--- src/hw/dpt_pkg.sv ---
// dpt_pkg: register map, field positions and reset values of the
// dual programmable timer control block.
// assumes an 8-bit register port with 16-bit byte addresses.
package dpt_pkg;
    // ------------------------------------------------------------
    // widths
    // ------------------------------------------------------------
    localparam int DPT_AW = 16;
    localparam int DPT_DW = 8;

    // ------------------------------------------------------------
    // register offsets
    // ------------------------------------------------------------
    localparam logic [15:0] DPT_FLAGS_ADDR = 16'hff28;
    localparam logic [15:0] DPT_CTRL0_ADDR = 16'hff30;
    localparam logic [15:0] DPT_CTRL1_ADDR = 16'hff31;
    localparam logic [15:0] DPT_RL0_ADDR   = 16'hff32;
    localparam logic [15:0] DPT_RL1_ADDR   = 16'hff33;
    localparam logic [15:0] DPT_CMP0_ADDR  = 16'hff34;
    localparam logic [15:0] DPT_CMP1_ADDR  = 16'hff35;
    localparam logic [15:0] DPT_CNT0_ADDR  = 16'hff36;
    localparam logic [15:0] DPT_CNT1_ADDR  = 16'hff37;
    localparam logic [15:0] DPT_MASK_ADDR  = 16'hff3a;

    // ------------------------------------------------------------
    // control fields
    // ------------------------------------------------------------
    localparam int DPT_CTL_WIDTH16 = 7;
    localparam int DPT_CTL_GATE    = 3;
    localparam int DPT_CTL_RUN     = 2;
    localparam int DPT_CTL_LOAD    = 1;
    localparam int DPT_CTL_SRC     = 0;

    // ------------------------------------------------------------
    // flag fields
    // ------------------------------------------------------------
    localparam int DPT_FLG_UF0 = 3;
    localparam int DPT_FLG_CM0 = 4;
    localparam int DPT_FLG_UF1 = 5;
    localparam int DPT_FLG_CM1 = 6;

    // ------------------------------------------------------------
    // reset values and register-file indices
    // ------------------------------------------------------------
    localparam logic [7:0] DPT_RL_RST   = 8'hff;
    localparam logic [7:0] DPT_CMP_RST  = 8'h00;
    localparam logic [7:0] DPT_CNT_RST  = 8'hff;
    localparam logic [7:0] DPT_ZERO     = 8'h00;
    localparam logic [1:0] DPT_RF_RL0   = 2'h0;
    localparam logic [1:0] DPT_RF_RL1   = 2'h1;
    localparam logic [1:0] DPT_RF_CMP0  = 2'h2;
    localparam logic [1:0] DPT_RF_CMP1  = 2'h3;
endpackage

--- src/hw/dpt_regfile.sv ---
// dpt_regfile: reload and compare bytes of both timers.
// assumes one write port on the core clock; read data are registered.
`timescale 1ns/1ps
module dpt_regfile
    import dpt_pkg::*;
#(
    parameter int W = DPT_DW
)
(
    input  wire logic           core_clk,
    input  wire logic           sys_rst,
    input  wire logic           ce,
    input  wire logic           we,
    input  wire logic [1:0]     waddr,
    input  wire logic [W-1:0]   wdata,
    input  wire logic [1:0]     raddr,
    output logic      [W-1:0]   rdata_q,
    output logic      [4*W-1:0] words
);
    logic [W-1:0] mem_q [4];

    // reload words reset high, compare words low
    function automatic logic [W-1:0] rst_val(input int idx);
        rst_val = (idx < 2) ? W'(DPT_RL_RST) : W'(DPT_CMP_RST);
    endfunction

    always_ff @(posedge core_clk)
    begin
        if (sys_rst)
        begin
            for (int i = 0; i < 4; i++)
                mem_q[i] <= rst_val(i);
            rdata_q <= '0;
        end
        else if (ce)
        begin
            if (we)
                mem_q[waddr] <= wdata;
            rdata_q <= mem_q[raddr];
        end
    end

    assign words = {mem_q[3], mem_q[2], mem_q[1], mem_q[0]};
endmodule

--- src/hw/dpt_timer.sv ---
// dpt_timer: two 8-bit down counters, cascadable to 16 bits, with
// control registers, factor flags, clock outputs and one interrupt.
// assumes a register master on core_clk and asynchronous clock pins.
//
// Functional notes
// control-0 bit 7 set cascades both timers into one 16-bit counter, clear runs two 8-bit timers, reset clear.
// control bit 3 of each timer lets its clock output run when set and holds it low when clear, reset clear.
// control bit 2 of each timer lets the counter count when set and halts it when clear, reset clear; timer 1 bit 2 ignored when cascaded.
// control bit 0 of each timer picks the external clock pin when set and the internal tick when clear, reset clear; timer 1 bit 0 ignored when cascaded.
// a compare match sets flag bit 4 for timer 0 and flag bit 6 for timer 1.
// an underflow sets flag bit 3 for timer 0 and flag bit 5 for timer 1, all four flags reset clear.
// writing 1 to a flag clears it and writing 0 leaves it alone.
// writing 1 to control bit 1 loads the reload value into the counter, bit 1 and bits 6..4 read 0.
// in cascaded mode timer 0 registers hold the low byte and timer 1 registers the high byte.
`timescale 1ns/1ps
module dpt_timer
    import dpt_pkg::*;
#(
    parameter int W = DPT_DW
)
(
    input  wire logic              core_clk,
    input  wire logic              sys_rst,
    input  wire logic              ce,
    input  wire logic [DPT_AW-1:0] addr,
    input  wire logic [W-1:0]      wdata,
    input  wire logic              wr,
    input  wire logic              rd,
    output logic      [W-1:0]      rdata,
    input  wire logic              int_tick,
    input  wire logic [1:0]        ext_clk,
    output logic      [1:0]        tout,
    output logic                   irq
);
    // ------------------------------------------------------------
    // register decode
    // ------------------------------------------------------------
    wire wr_flags = wr & (addr == DPT_FLAGS_ADDR);
    wire wr_ctrl0 = wr & (addr == DPT_CTRL0_ADDR);
    wire wr_ctrl1 = wr & (addr == DPT_CTRL1_ADDR);
    wire wr_mask  = wr & (addr == DPT_MASK_ADDR);
    wire in_rf    = (addr >= DPT_RL0_ADDR) & (addr <= DPT_CMP1_ADDR);
    wire [1:0] rf_idx = 2'(addr - DPT_RL0_ADDR);

    // write-only load bits: one-cycle pulses, never stored
    wire load0 = wr_ctrl0 & wdata[DPT_CTL_LOAD];
    wire load1 = wr_ctrl1 & wdata[DPT_CTL_LOAD];

    // ------------------------------------------------------------
    // control registers
    // ------------------------------------------------------------
    logic       width16_q;
    logic [1:0] gate_q;
    logic [1:0] run_q;
    logic [1:0] src_q;
    logic [W-1:0] mask_q;

    always_ff @(posedge core_clk)
    begin
        if (sys_rst)
        begin
            width16_q <= 1'b0;
            gate_q    <= 2'b00;
            run_q     <= 2'b00;
            src_q     <= 2'b00;
            mask_q    <= '0;
        end
        else if (ce)
        begin
            if (wr_ctrl0)
            begin
                width16_q <= wdata[DPT_CTL_WIDTH16];
                gate_q[0] <= wdata[DPT_CTL_GATE];
                run_q[0]  <= wdata[DPT_CTL_RUN];
                src_q[0]  <= wdata[DPT_CTL_SRC];
            end
            if (wr_ctrl1)
            begin
                gate_q[1] <= wdata[DPT_CTL_GATE];
                run_q[1]  <= wdata[DPT_CTL_RUN];
                src_q[1]  <= wdata[DPT_CTL_SRC];
            end
            if (wr_mask)
                mask_q <= wdata;
        end
    end

    // ------------------------------------------------------------
    // reload and compare storage
    // ------------------------------------------------------------
    logic [4*W-1:0] rf_words;
    logic [W-1:0]   rf_rdata;

    dpt_regfile #(.W(W)) dpt_regfile_inst (
        .core_clk (core_clk),
        .sys_rst  (sys_rst),
        .ce       (ce),
        .we       (wr & in_rf),
        .waddr    (rf_idx),
        .wdata    (wdata),
        .raddr    (rf_idx),
        .rdata_q  (rf_rdata),
        .words    (rf_words)
    );

    wire [W-1:0] rl0  = rf_words[W-1:0];
    wire [W-1:0] rl1  = rf_words[2*W-1:W];
    wire [W-1:0] cmp0 = rf_words[3*W-1:2*W];
    wire [W-1:0] cmp1 = rf_words[4*W-1:3*W];

    // ------------------------------------------------------------
    // external clock pins
    // ------------------------------------------------------------
    logic [1:0] pin1_q;
    logic [1:0] pin2_q;
    logic [1:0] pin3_q;

    always_ff @(posedge core_clk)
    begin
        if (sys_rst)
        begin
            pin1_q <= 2'b00;
            pin2_q <= 2'b00;
            pin3_q <= 2'b00;
        end
        else if (ce)
        begin
            pin1_q <= ext_clk;
            pin2_q <= pin1_q;
            pin3_q <= pin2_q;
        end
    end

    wire [1:0] ext_rise = pin2_q & ~pin3_q;

    // ------------------------------------------------------------
    // count stepping
    // ------------------------------------------------------------
    logic [W-1:0] cnt0_q;
    logic [W-1:0] cnt1_q;
    logic [W-1:0] cnt0_d;
    logic [W-1:0] cnt1_d;

    function automatic logic [W-1:0] dec(input logic [W-1:0] v);
        dec = W'(v - 1'b1);
    endfunction

    wire tick0 = src_q[0] ? ext_rise[0] : int_tick;
    wire tick1 = src_q[1] ? ext_rise[1] : int_tick;
    wire step0 = run_q[0] & tick0;
    wire step1 = width16_q ? (step0 & (cnt0_q == '0))
                           : (run_q[1] & tick1);
    wire uf0   = step0 & (cnt0_q == '0);
    wire uf1   = step1 & (cnt1_q == '0);
    wire wrap0 = width16_q ? uf1 : uf0;
    wire ld0   = load0 | (width16_q & load1);
    wire ld1   = load1 | (width16_q & load0);

    // match on the count about to be entered
    wire m0 = step0 & ~uf0 & (dec(cnt0_q) == cmp0);
    wire m1 = width16_q
            ? (step0 & ~uf1 & ({cnt1_d, cnt0_d} == {cmp1, cmp0}))
            : (step1 & ~uf1 & (dec(cnt1_q) == cmp1));

    always_comb
    begin
        cnt0_d = cnt0_q;
        if (ld0 | wrap0)
            cnt0_d = rl0;
        else if (step0)
            cnt0_d = dec(cnt0_q);
        cnt1_d = cnt1_q;
        if (ld1 | uf1)
            cnt1_d = rl1;
        else if (step1)
            cnt1_d = dec(cnt1_q);
    end

    always_ff @(posedge core_clk)
    begin
        if (sys_rst)
        begin
            cnt0_q <= DPT_CNT_RST;
            cnt1_q <= DPT_CNT_RST;
        end
        else if (ce)
        begin
            cnt0_q <= cnt0_d;
            cnt1_q <= cnt1_d;
        end
    end

    // ------------------------------------------------------------
    // clock outputs
    // ------------------------------------------------------------
    logic [1:0] tog_q;
    wire  [1:0] tog_ev = {uf1, width16_q ? uf1 : uf0};

    always_ff @(posedge core_clk)
    begin
        if (sys_rst)
            tog_q <= 2'b00;
        else if (ce)
            tog_q <= gate_q & (tog_q ^ tog_ev);
    end

    assign tout = tog_q;

    // ------------------------------------------------------------
    // factor flags and interrupt
    // ------------------------------------------------------------
    logic [W-1:0] flags_q;
    logic [W-1:0] set_v;
    logic [W-1:0] clr_v;

    always_comb
    begin
        set_v = '0;
        set_v[DPT_FLG_CM0] = m0;
        set_v[DPT_FLG_CM1] = m1;
        set_v[DPT_FLG_UF0] = uf0;
        set_v[DPT_FLG_UF1] = uf1;
        clr_v = wr_flags ? wdata : '0;
    end

    always_ff @(posedge core_clk)
    begin
        if (sys_rst)
            flags_q <= '0;
        else if (ce)
            flags_q <= (flags_q & ~clr_v) | set_v;
    end

    assign irq = |(flags_q & mask_q);

    // ------------------------------------------------------------
    // read path
    // ------------------------------------------------------------
    logic [W-1:0] rd_mux;
    logic [W-1:0] rdreg_q;
    logic         rf_sel_q;

    always_comb
    begin
        rd_mux = '0;
        case (addr)
            DPT_FLAGS_ADDR: rd_mux = flags_q;
            DPT_CTRL0_ADDR:
            begin
                rd_mux[DPT_CTL_WIDTH16] = width16_q;
                rd_mux[DPT_CTL_GATE]    = gate_q[0];
                rd_mux[DPT_CTL_RUN]     = run_q[0];
                rd_mux[DPT_CTL_SRC]     = src_q[0];
            end
            DPT_CTRL1_ADDR:
            begin
                rd_mux[DPT_CTL_GATE] = gate_q[1];
                rd_mux[DPT_CTL_RUN]  = run_q[1];
                rd_mux[DPT_CTL_SRC]  = src_q[1];
            end
            DPT_CNT0_ADDR:  rd_mux = cnt0_q;
            DPT_CNT1_ADDR:  rd_mux = cnt1_q;
            DPT_MASK_ADDR:  rd_mux = mask_q;
            default:        rd_mux = '0;
        endcase
    end

    always_ff @(posedge core_clk)
    begin
        if (sys_rst)
        begin
            rdreg_q  <= '0;
            rf_sel_q <= 1'b0;
        end
        else if (ce)
        begin
            rdreg_q  <= rd ? rd_mux : '0;
            rf_sel_q <= rd & in_rf;
        end
    end

    assign rdata = rf_sel_q ? rf_rdata : rdreg_q;
endmodule

--- config.mk ---
export PLATFORM = sky130hd
export DESIGN_NAME = dpt_timer
export DESIGN_NICKNAME = d
export VERILOG_FILES = /design/src/hw/dpt_pkg.sv /design/src/hw/dpt_regfile.sv /design/src/hw/dpt_timer.sv
export SDC_FILE = /design/constraint.sdc
export NUM_CORES = 1
export LEC_CHECK = 0
export ABC_AREA = 1
export BUFFER_PORTS_ARGS = -buffer_cell sky130_fd_sc_hd__buf_2
export CORE_MARGIN = 4
export CORE_UTILIZATION = 50
export CTS_CLUSTER_DIAMETER = 30
export DETAILED_ROUTE_END_ITERATION = 10
export PLACE_DENSITY = 0.68
export RECOVER_POWER = 25
export SLEW_MARGIN = 10
export SYNTH_ARGS = -nofsm -noshare
export SYNTH_HDL_FRONTEND = slang
export SYNTH_SLANG_ARGS = --single-unit
export TNS_END_PERCENT = 100
--- constraint.sdc ---
create_clock -name core_clk -period 2.51 [get_ports core_clk]
set_input_delay 0.1255 -clock core_clk [delete_from_list [all_inputs] [get_ports core_clk]]
set_output_delay 0.1255 -clock core_clk [all_outputs]
set_load 0.01 [all_outputs]
**Word-level counts from Yosys, hierarchy flattened**

Memories as Yosys holds them, arrays and structs flattened. A register that Yosys moved wholly into a read port is not among the register bits.
Index checks and enable logic that the tools add are counted.

- Register bits: 56
- Latch bits: 0
- RAM bits: 32
- ROM bits: 0
- Input bits: 32
- Output and inout bits: 11
- Word-level logic and storage cells: 100
- Memories: 1

- Add/subtract/negate cells: 3
- Multiply operators: 0
- Div/mod/pow operators: 0
- Magnitude comparators: 2
- Equal/unequal tests: 9
- Shift operators: 0
- Muxes and demuxes: 26
- Bitwise logic cells: 35
- Reduce and logical (&&, ||, !) cells: 7

Memories:

| memory | depth | bits a word | rd ports | clocked after Yosys merged registers in | write ports | RTL line | text |
|---|---|---|---|---|---|---|---|
| dpt_regfile_inst.mem_q | 4 | 8 | 5 | 1 | 4 | dpt_regfile.sv:20 | `logic [W-1:0] mem_q [4];` |

Operators by type and width:

| kind | number |
|---|---|
| 16-bit equality test, second input constant | 6 |
| 8-bit two-way mux | 8 |
| 1-bit bitwise AND | 21 |
| 8-bit bitwise AND | 2 |
| 16-bit equality test | 1 |
| 8-bit equality test | 2 |
| 16-bit >= comparator, second input constant | 1 |
| 16-bit less-or-equal comparator, second input constant | 1 |
| 8-bit zero test | 2 |
| 8-bit OR reduction | 2 |
| 8-bit by 1-bit subtractor with 8-bit output, second input constant | 2 |
| 1-bit two-way mux | 12 |
| 2-bit case mux with 6 select lines | 1 |
| 3-bit case mux with 4 select lines | 1 |
| 8-bit inverter | 1 |
| 8-bit by 7-bit bitwise OR with 8-bit output | 1 |
| 1-bit case mux with 6 select lines | 1 |
| 2-bit AND reduction | 3 |
| 1-bit case mux with 5 select lines | 1 |
| 2-bit bitwise AND | 2 |
| 1-bit bitwise OR | 4 |
| 1-bit case mux with 4 select lines | 1 |
| 2-bit two-way mux | 1 |
| 1-bit inverter | 2 |
| 3 further kinds | 3 |

**Logic depth before layout (Yosys ltp)**

Gate-level depths: netlist of run 1.

- Depth in word-level cells: 14
- Mapped depth: 21
- Depth with buffers taken out: 20

**Modules after synthesis**

From an unflattened synthesis of run 1, not the netlist that was laid out.

- Cell total of the unflattened synthesis: 833
- Area total of the unflattened synthesis: 5,801.8 µm²

Modules (own cells, without submodules):

| module | times used | cells each | area an instance (µm²) | seq. area each (µm²) |
|---|---|---|---|---|
| dpt_timer | 1 | 651 | 4,033.9 | 1,121.1 |
| dpt_regfile | 1 | 182 | 1,767.9 | 1,121.1 |

**Worst setup path after synthesis of run 1**

OpenSTA, ideal clock, no wires.

- Path type: register to register
- From: register cnt0_q[0]
- To: register flags_q[6]
- Library setup time: 0.067 ns
- Data arrival time: 2.073 ns
- Required time: 2.443 ns
- Path slack: 0.369 ns
- Cell stages (with the launch flop): 21
- Buffers on the path: 1
- Clock period less this slack: 2.141 ns
- Cell sequence: dfxtp_1 > clkinv_1 > ha_1 > inv_1 > nor2_1 > nand2_1 > nor2_2 > nand2_2 > nand3_4 > buf_8 > nand2_1 > nand2_1 > nand2_1 > nand3_1 > nor2_1 > nand2_1 > nor2_1 > nand2_1 > nand2_1 > nand2_1 > a21oi_2

- Cells in the longest elaborated chain, start to end: 11
- Elaborated cells on any way between the ends: 20
- Classes of those cells: 1 x add/sub; 1 x eq/ne; 7 x mux; 10 x bitwise; 1 x reduce/logical

Ends and longest elaborated chain:

| element | RTL line | text |
|---|---|---|
| start: declaration | dpt_timer.sv:139 | `logic [W-1:0] cnt0_q;` |
| start signal: assignment | dpt_timer.sv:188 | `cnt0_q <= cnt0_d;` |
| 8-bit zero test | dpt_timer.sv:151, dpt_timer.sv:153 |  |
| 1-bit bitwise AND | dpt_timer.sv:151, dpt_timer.sv:153 |  |
| 1-bit two-way mux | dpt_timer.sv:151 | `wire step1 = width16_q ? (step0 & (cnt0_q == '0))` |
| 1-bit bitwise AND | dpt_timer.sv:154 | `wire uf1 = step1 & (cnt1_q == '0);` |
| 1-bit two-way mux | dpt_timer.sv:155 | `wire wrap0 = width16_q ? uf1 : uf0;` |
| 1-bit bitwise OR | dpt_timer.sv:168 | `if (ld0 \| wrap0)` |
| 8-bit two-way mux | dpt_timer.sv:168 |  |
| 16-bit equality test | dpt_timer.sv:162 | `? (step0 & ~uf1 & ({cnt1_d, cnt0_d} == {cmp1, cmp0}))` |
| 1-bit bitwise AND | dpt_timer.sv:162 |  |
| 1-bit two-way mux (*) | dpt_timer.sv:162 |  |
| 8-bit by 7-bit bitwise OR with 8-bit output (*) | dpt_timer.sv:231 | `flags_q <= (flags_q & ~clr_v) \| set_v;` |
| end signal: assignment | dpt_timer.sv:231 |  |
| end: declaration | dpt_timer.sv:212 | `logic [W-1:0] flags_q;` |

Mark *: on every way between the ends. The rest lies on a longest branch, timed or not.
A chain may end at the register's enable or synchronous reset.

**Final worst setup path of run 1**

- From: register cnt1_q[0]
- To: register flags_q[6]

- Cells in the longest elaborated chain, start to end: 9
- Elaborated cells on any way between the ends: 18
- Classes of those cells: 1 x add/sub; 2 x eq/ne; 5 x mux; 9 x bitwise; 1 x reduce/logical

Ends and longest elaborated chain:

| element | RTL line | text |
|---|---|---|
| start: declaration | dpt_timer.sv:140 | `logic [W-1:0] cnt1_q;` |
| start signal: assignment | dpt_timer.sv:189 | `cnt1_q <= cnt1_d;` |
| parallel branches: the longest is 7 deep, another holds 8-bit by 1-bit subtractor with 8-bit output | - |  |
| 1-bit two-way mux (*) | dpt_timer.sv:162 |  |
| 8-bit by 7-bit bitwise OR with 8-bit output (*) | dpt_timer.sv:231 |  |

Mark *: on every way between the ends.

==> impl_metrics.py, run 1 <==
metrics = {
    "run_status": {
        "outcome": "finished, violations left",
        "violations": "max-capacitance violations, max-slew violations",
    },
    "cts": {
        "numCtsBuffers": 9,
        "maximum_count_of_clock_buffers_along_a_single_path": 2,
        "cts_root_buffer": "sky130_fd_sc_hd__clkbuf_16",
        "htree_num_levels": 3,
        "number_of_clock_sinks": 96,
        "cts_tree": "built",
        "insertion_delay_ns": 0.35,
        "cts.clk_slew.worst_paths_ns": 0.07,
    },
    "placed_design": {
        "routabilityCongestion": 1.01,
        "numPlacedInstances": 980,
        "placement.io_buffers": 42,
        "dpl.hpwl_mm": 15.6,
        "dp_worst_setup_slack_ns": 0.0385,
    },
    "yosys": {
        "arithmetic_cell_share_of_the_synthesized_area_counting_full_adders_half_adders_and_majority_gates": 0.00659,
        "syn_area_per_cell_um2": 7.20,
        "syn-instance-count": 791,
        "synth_xor_xnor_area_share": 0.0261,
        "complex_gate_fraction_of_the_synthesized_area": 0.175,
        "post_synth_and_or_nand_nor_area_fraction": 0.287,
        "postSynth.asyncResetShare": 0,
        "synth-seq-area-share": 0.394,
        "dominantRegCellSynth": "sky130_fd_sc_hd__dfxtp_1",
        "largest_family_of_logic_cells_by_synthesized_area": "simple AND/OR/NAND/NOR gates",
        "yosys_register_bits": 96,
        "synth_fp_nets": 826,
        "synthMuxAreaShare": 0.0158,
        "yosys_warnings": 0,
        "syn-cell-area_mm2": 0.00570,
        "synth_area_leader_cell": "sky130_fd_sc_hd__dfxtp_1",
        "synth_top_area_frac": 0.225,
        "synth_enable_flop_cells": 32,
        "ys_types": 44,
        "ys_top_cells_by_area": "sky130_fd_sc_hd__dfxtp_1 22%, sky130_fd_sc_hd__edfxtp_1 17%, sky130_fd_sc_hd__nand2_1 12%, sky130_fd_sc_hd__inv_1 6.9%, sky130_fd_sc_hd__nand3_1 5.4%",
    },
    "cells_and_area": {
        "antenna-diode-count": 0,
        "layout.filler_cells": 1047,
        "layout-drive-gt1-share": 0.168,
        "layoutNonFillerInstCount": 1005,
        "area.growth.synth_to_final_pct": 16.4,
        "final_nets": 895,
        "multiInputGateArea_mm2": 0.00300,
        "postLayoutCoreUtil": 0.604,
        "mostFrequentLayoutCells": "180 x sky130_fd_sc_hd__nand2_1, 103 x sky130_fd_sc_hd__inv_1, 68 x sky130_fd_sc_hd__nor2_1",
        "final-seq-area_mm2": 0.00225,
        "final_common_cell": "sky130_fd_sc_hd__nand2_1",
    },
    "global_route": {
        "globalRouteTotalUtil": 0.307,
        "global_route_wire_length_before_repair_mm": 30.2,
        "antenna_found_initial": 0,
        "grt_start_max_net_pins": 38,
        "global_route.overflow_total": 0,
        "first_global_vias": 5338,
    },
    "power_and_ir_drop": {
        "p_per_area_mw_per_mm2": 539,
        "irDropWorstVdd_v": 0.000452,
        "cellLeakagePower_nw": 3.03,
    },
    "sta": {
        "slew-limit-headroom": -0.00184,
        "hold_violations": 0,
        "skew_ns": 0.00985,
        "finalSetupViolCount": 0,
        "timing.setup.tns_ns": 0,
        "drv_slew": 32,
        "max_clock_freq_mhz": 431,
        "final_period_minus_worst_setup_slack_ns": 2.32,
        "worst_pin_slew_ns": 1.50,
        "timing.final.crit_share": 0.925,
        "setup_ws_ns": 0.187,
    },
    "floorplanning": {
        "die_width_um": 115,
        "core_mm2": 0.0110,
        "die_y_um": 115,
        "die_area_mm2": 0.0132,
        "io_pins": 43,
        "placement_rows": 38,
        "initial_utilization": 0.519,
    },
    "min_path": {
        "min_path_cells": 3,
        "endpoint_with_the_worst_hold_slack": "pin1_q[0]$_SDFFE_PP0P_",
        "worstHoldStart": "ext_clk[0]",
        "timing.hold.worst.class": "in -> reg",
    },
    "critical_path": {
        "reg2reg_slack_ns": 0.19,
        "worst_r2r_endpoint": "flags_q[6]$_SDFFE_PP0P_",
        "endpoint_kind": "register",
        "critical-path-slowest-cell": "sky130_fd_sc_hd__dfxtp_2",
        "worst_setup_path_start_kind": "register",
        "crit_path_arrival_time_ns": 2.61,
        "crit_path_cell_trace": "inv_2 -> ha_4 -> nand2_2 -> nor2_4 -> nand3_4 -> nand2_4 -> nand2_4 -> buf_4 -> nand4_1 -> nand2_2 -> nand2_1 -> nand2_1 -> nor2_1 -> nand3_1 -> nor2_1 -> nand2_1 -> nand2_1 -> nand2_1 -> a21oi_2",
        "cpPeakStageDelay_ns": 0.35,
        "rr_worst_depth": 19,
        "path_common_cell": "sky130_fd_sc_hd__nand2_1",
        "critical_path.reg2reg.startpoint": "cnt1_q[0]$_SDFFE_PP1P_",
        "crit_fanout": 6,
        "critical_path_class": "reg -> reg",
        "worst_ep_required_time_ns": 2.80,
    },
    "drt": {
        "dr.pass1.iters": 8,
        "vias_per_cell": 5.80,
        "wl_per_cell_um": 19.8,
        "routed-via-count": 5828,
        "drcViolationCount": 0,
        "postRouteAntennaNets": 0,
        "routed_wirelength_mm": 19.9,
        "dr.first_iter.drc_count": 741,
    },
    "flow_run": {
        "drv.max_cap_violation_count": 1,
    },
}
## logic make-up (layout without fill, tap and decap cells)
family | Yosys count | count (layout)
xor+xnor | 17 | 17
compound gates | 166 | 166
fa+ha+maj | 3 | 3
buf+inv | 138 | 211
flops | 96 | 96
mux | 8 | 8
simple gates | 363 | 364
## how the worst max path moves through the flow
stage | cells after the start | slack, ns | start | end
after floorplan | 20 | 0.37 | cnt0_q[0]$_SDFFE_PP1P_ | flags_q[6]$_SDFFE_PP0P_
after global placement | 19 | 0.08 | cnt1_q[1]$_SDFFE_PP1P_ | flags_q[6]$_SDFFE_PP0P_
after detailed placement | 20 | 0.04 | cnt1_q[1]$_SDFFE_PP1P_ | flags_q[6]$_SDFFE_PP0P_
after CTS | 20 | 0.02 | cnt1_q[1]$_SDFFE_PP1P_ | flags_q[6]$_SDFFE_PP0P_
after global routing | 17 | -0.01 | cnt0_q[0]$_SDFFE_PP1P_ | flags_q[6]$_SDFFE_PP0P_
final | 19 | 0.19 | cnt1_q[0]$_SDFFE_PP1P_ | flags_q[6]$_SDFFE_PP0P_
## critical path, delay by kind of cell, from the launching register on
| family | cells | cell delay, ns |
|---|---|---|
| simple gates | 15 | 1.40 |
| buf+inv | 2 | 0.26 |
| compound gates | 1 | 0.11 |
| fa+ha+maj | 1 | 0.15 |
| flops | 1 | 0.35 |
## registers in the layout, summed over array words and instances (netlist names), 2 cells and up
signal / cells
cnt1_q: 8
tout: 2
flags_q: 8
src_q: 2
dpt_regfile_inst.mem_q: 32
dpt_regfile_inst.rdata_q: 8
pin1_q: 2
pin3_q: 2
cnt0_q: 8
gate_q: 2
pin2_q: 2
mask_q: 8
rdreg_q: 8
run_q: 2
## cells in the mapped netlist, types with 2 or more instances
cell type,count
sky130_fd_sc_hd__nor2_1,69
sky130_fd_sc_hd__o221ai_1,6
sky130_fd_sc_hd__nor2_4,2
sky130_fd_sc_hd__nand2_1,186
sky130_fd_sc_hd__clkbuf_1,18
sky130_fd_sc_hd__inv_2,6
sky130_fd_sc_hd__ha_1,3
sky130_fd_sc_hd__nor2_2,6
sky130_fd_sc_hd__nand3_4,3
sky130_fd_sc_hd__buf_4,2
sky130_fd_sc_hd__a211oi_1,9
sky130_fd_sc_hd__dfxtp_1,64
sky130_fd_sc_hd__o21ai_1,2
sky130_fd_sc_hd__nand2_2,10
sky130_fd_sc_hd__nand3_1,61
sky130_fd_sc_hd__o22ai_1,16
sky130_fd_sc_hd__o211ai_1,12
sky130_fd_sc_hd__xor2_1,16
sky130_fd_sc_hd__nand3_2,3
sky130_fd_sc_hd__nor3_1,3
sky130_fd_sc_hd__nand4_1,12
sky130_fd_sc_hd__a21oi_1,48
sky130_fd_sc_hd__edfxtp_1,32
sky130_fd_sc_hd__o2111ai_1,2
sky130_fd_sc_hd__a221oi_1,12
sky130_fd_sc_hd__nand3b_1,2
sky130_fd_sc_hd__inv_1,104
sky130_fd_sc_hd__o21ai_0,54
sky130_fd_sc_hd__clkinv_1,5
sky130_fd_sc_hd__nand2_4,2
sky130_fd_sc_hd__mux2_2,8
## area by class of cell
| type | instances | share of cell area |
|---|---|---|
| clock buffer | 11 | 0.0351 |
| clock inverter | 5 | 0.0100 |
| inverter | 115 | 0.0651 |
| multi-input combinational | 558 | 0.452 |
| sequential | 96 | 0.339 |
| tap | 140 | 0.0264 |
| timing repair buffer | 80 | 0.0725 |
## routing by layer
| layer | wire [um] | GRT usage | up-vias |
|---|---|---|---|
| met5 | 0 | 0 | - |
| met4 | 773 | 0.144 | 0 |
| met3 | 2050 | 0.0700 | 46 |
| met2 | 8350 | 0.439 | 295 |
| met1 | 8750 | 0.439 | 2697 |
| li1 | - | - | 2790 |
## through the flow
| step | instance area, um2 | power (mW) | hold slack [ns] |
|---|---|---|---|
| 2_1_floorplan | 5700 | 1.98 | 0.260 |
| 3_3_place_gp | 6190 | 2.16 | 0.350 |
| 3_5_place_dp | 6190 | 2.17 | 0.372 |
| 4_1_cts | 6490 | 3.55 | 0.0107 |
| 5_1_grt | 6630 | 3.68 | 0.0361 |
| 6_report | 6630 | 3.57 | 0.00848 |
## power by group
part | switching [mW] | internal (mW)
Combinational | 0.291 | 0.139
Clock | 0.635 | 0.785
Sequential | 0.0591 | 1.66
Total | 0.985 | 2.59
## timing repair
item / in CTS / in global routing
hold buffers: 0 / 0
setup endpoints to repair: 0 / 1
gates resized for setup: 0 / 25
buffers inserted: 0 / 8
Note: power is estimated with default switching activity, not from simulation.
==> inputs of run 2 (changes only) <==
--- a/config.mk
+++ b/config.mk
@@ -8,10 +8,9 @@
 export ABC_AREA = 1
 export BUFFER_PORTS_ARGS = -buffer_cell sky130_fd_sc_hd__buf_2
 export CORE_MARGIN = 4
-export CORE_UTILIZATION = 50
+export CORE_UTILIZATION = 31
 export CTS_CLUSTER_DIAMETER = 30
 export DETAILED_ROUTE_END_ITERATION = 10
-export PLACE_DENSITY = 0.68
 export RECOVER_POWER = 25
 export SLEW_MARGIN = 10
 export SYNTH_ARGS = -nofsm -noshare
==> run 2 against run 1 <==
The run now ends clean. Clock power barely moved. Worst setup slack got worse by 0.0058 ns. Hold slack improved by 0.044 ns. Sequential cell count did not move. Sequential power barely moved. Combinational power fell by 3%. First-iteration DRC count fell by 21%. Count of clock-buffer cells in the layout did not move. Final cell count rose by 8.5%. Non-clock buffer count fell by 3. Die area rose by 57%. Critical path depth rose by 1. Highest routed layer unchanged.
==> impl_metrics.py, run 2 (same netlist as run 1, synthesis figures left out) <==
metrics = {
    "critical_path": {
        "worst_ep_required_time_ns": 2.81,
        "critical-path-slowest-cell": "sky130_fd_sc_hd__dfxtp_2",
        "path_common_cell": "sky130_fd_sc_hd__nand2_1",
        "timing.critical_path.from": "cnt1_q[0]$_SDFFE_PP1P_",
        "crit_path_arrival_time_ns": 2.63,
        "cpPeakStageDelay_ns": 0.35,
        "endpoint_kind": "register",
        "critical_path.reg2reg.startpoint": "cnt1_q[0]$_SDFFE_PP1P_",
        "crit_fanout": 8,
        "worst_setup_path_start_kind": "register",
        "critical_path.top_delay_family": "simple AND/OR/NAND/NOR gates",
        "critPathBufInv": 2,
        "crit_path_cell_trace": "inv_2 -> ha_2 -> nand2_1 -> nor2_4 -> nand3_2 -> nand2_2 -> nand2_4 -> nand3_4 -> inv_2 -> nand2_1 -> nand2_1 -> nand2_1 -> nand2_1 -> nor2_1 -> nand3_1 -> nor2_1 -> nand2_1 -> nand2_1 -> nand2_1 -> a21oi_2",
        "critical_path_class": "reg -> reg",
    },
    "placed_design": {
        "routabilityCongestion": 1.02,
        "placement.io_buffers": 42,
        "dpl.hpwl_mm": 14.8,
    },
    "sta": {
        "finalSetupViolCount": 0,
        "slew-limit-headroom": 0.0832,
        "worst_pin_slew_ns": 1.38,
        "hold_violations": 0,
        "skew_ns": 0.00722,
        "timing.final.crit_share": 0.928,
        "timing.setup.tns_ns": 0,
        "max_clock_freq_mhz": 429,
        "final_period_minus_worst_setup_slack_ns": 2.33,
        "drv_slew": 0,
    },
    "drt": {
        "drcViolationCount": 0,
        "wl_per_cell_um": 17.6,
        "routed_wirelength_mm": 19.2,
        "vias_per_cell": 5.22,
        "dr.first_iter.drc_count": 587,
        "routed-via-count": 5691,
        "dr.pass1.iters": 6,
        "postRouteAntennaNets": 0,
    },
    "cells_and_area": {
        "registers.top_by_ff_count": "dpt_regfile_inst.mem_q",
        "final_common_cell": "sky130_fd_sc_hd__nand2_1",
        "area.growth.synth_to_final_pct": 17.1,
        "layout.filler_cells": 1941,
        "max_reg_flops": 32,
        "mostFrequentLayoutCells": "186 x sky130_fd_sc_hd__nand2_1, 102 x sky130_fd_sc_hd__inv_1, 70 x sky130_fd_sc_hd__nor2_1",
        "final_nets": 892,
        "final-seq-area_mm2": 0.00224,
        "multiInputGateArea_mm2": 0.00294,
        "layout-drive-gt1-share": 0.154,
        "antenna-diode-count": 0,
    },
    "power_and_ir_drop": {
        "p_per_area_mw_per_mm2": 535,
        "p_total_mw": 3.57,
        "irDropWorstVdd_v": 0.000297,
        "cellLeakagePower_nw": 3.01,
    },
    "cts": {
        "maximum_count_of_clock_buffers_along_a_single_path": 2,
        "number_of_clock_sinks": 96,
        "cts.clk_slew.worst_paths_ns": 0.07,
        "insertion_delay_ns": 0.36,
        "numCtsBuffers": 9,
        "cts_root_buffer": "sky130_fd_sc_hd__clkbuf_16",
        "htree_num_levels": 3,
        "cts_tree": "built",
    },
    "global_route": {
        "grt_start_max_net_pins": 42,
        "global_route.overflow_total": 0,
        "globalRouteTotalUtil": 0.190,
        "first_global_vias": 5176,
        "global_route_wire_length_before_repair_mm": 29.8,
        "antenna_found_initial": 0,
    },
    "min_path": {
        "worstHoldStart": "wdata[3]",
        "timing.hold.worst.class": "in -> reg",
    },
    "flow_run": {
        "drv.max_cap_violation_count": 0,
    },
    "floorplanning": {
        "core_mm2": 0.0180,
        "placement_rows": 49,
        "io_pins": 43,
        "die_area_mm2": 0.0206,
        "die_width_um": 144,
        "initial_utilization": 0.316,
        "die_y_um": 144,
    },
    "run_status": {
        "outcome": "completed",
    },
}
-- run 2: path summary, 6_finish.rpt --
kind / to / cells after the start / slack, ns
setup / recovery: flags_q[6]$_SDFFE_PP0P_ / 20 / 0.18
hold / removal: mask_q[3]$_SDFFE_PP0P_ / 3 / 0.05
setup reg to reg: flags_q[6]$_SDFFE_PP0P_ / 20 / 0.18
hold reg to reg: pin3_q[0]$_SDFFE_PP0P_ / 2 / 0.46
-- run 2: report_power, final --
group | internal (mW) | switching [mW]
Sequential | 1.66 | 0.0560
Combinational | 0.135 | 0.282
Clock | 0.793 | 0.638
Total | 2.59 | 0.976
-- run 2: area by class of cell --
class	count	share of cell area
multi-input cells	558	0.440
clock buffers	11	0.0413
inverters	115	0.0647
clock inverters	4	0.00450
repair buffers	77	0.0700
flip-flops and latches	96	0.336
well taps	229	0.0429
-- run 2: layer usage --
layer / wire length, um / vias up / part of all wire / GRT usage
met5: 0 / - / 0 / 0
met4: 721 / 0 / 0.038 / 0.0833
met3: 1580 / 41 / 0.082 / 0.0476
met2: 8270 / 249 / 0.43 / 0.276
met1: 8630 / 2618 / 0.45 / 0.265
li1: - / 2783 / - / -
-- run 2: worst min-delay path, stage by stage --
cell and delay, ns:
sky130_fd_sc_hd__buf_2 0.10, sky130_fd_sc_hd__nor2_1 0.09, sky130_fd_sc_hd__a211oi_1 0.05
-- run 2: through the flow --
step	cell area (um2)	hold WS (ns)	std cells	utilization	setup slack (ns)
2_1_floorplan	5700	0.260	791	-	0.369
3_3_place_gp	6290	0.348	1067	0.349	0.125
3_5_place_dp	6290	0.360	1067	0.349	0.0700
4_1_cts	6610	0.0459	1084	0.367	0.0572
5_1_grt	6670	0.0716	1090	0.370	-0.00973
6_report	6670	0.0527	1090	0.370	0.181
-- run 2: timing repair --
action	in CTS	in global routing
hold buffers	2	0
endpoints found under the setup margin	0	2
hold endpoints to repair	2	0
setup buffers	0	5
resized for setup	0	12
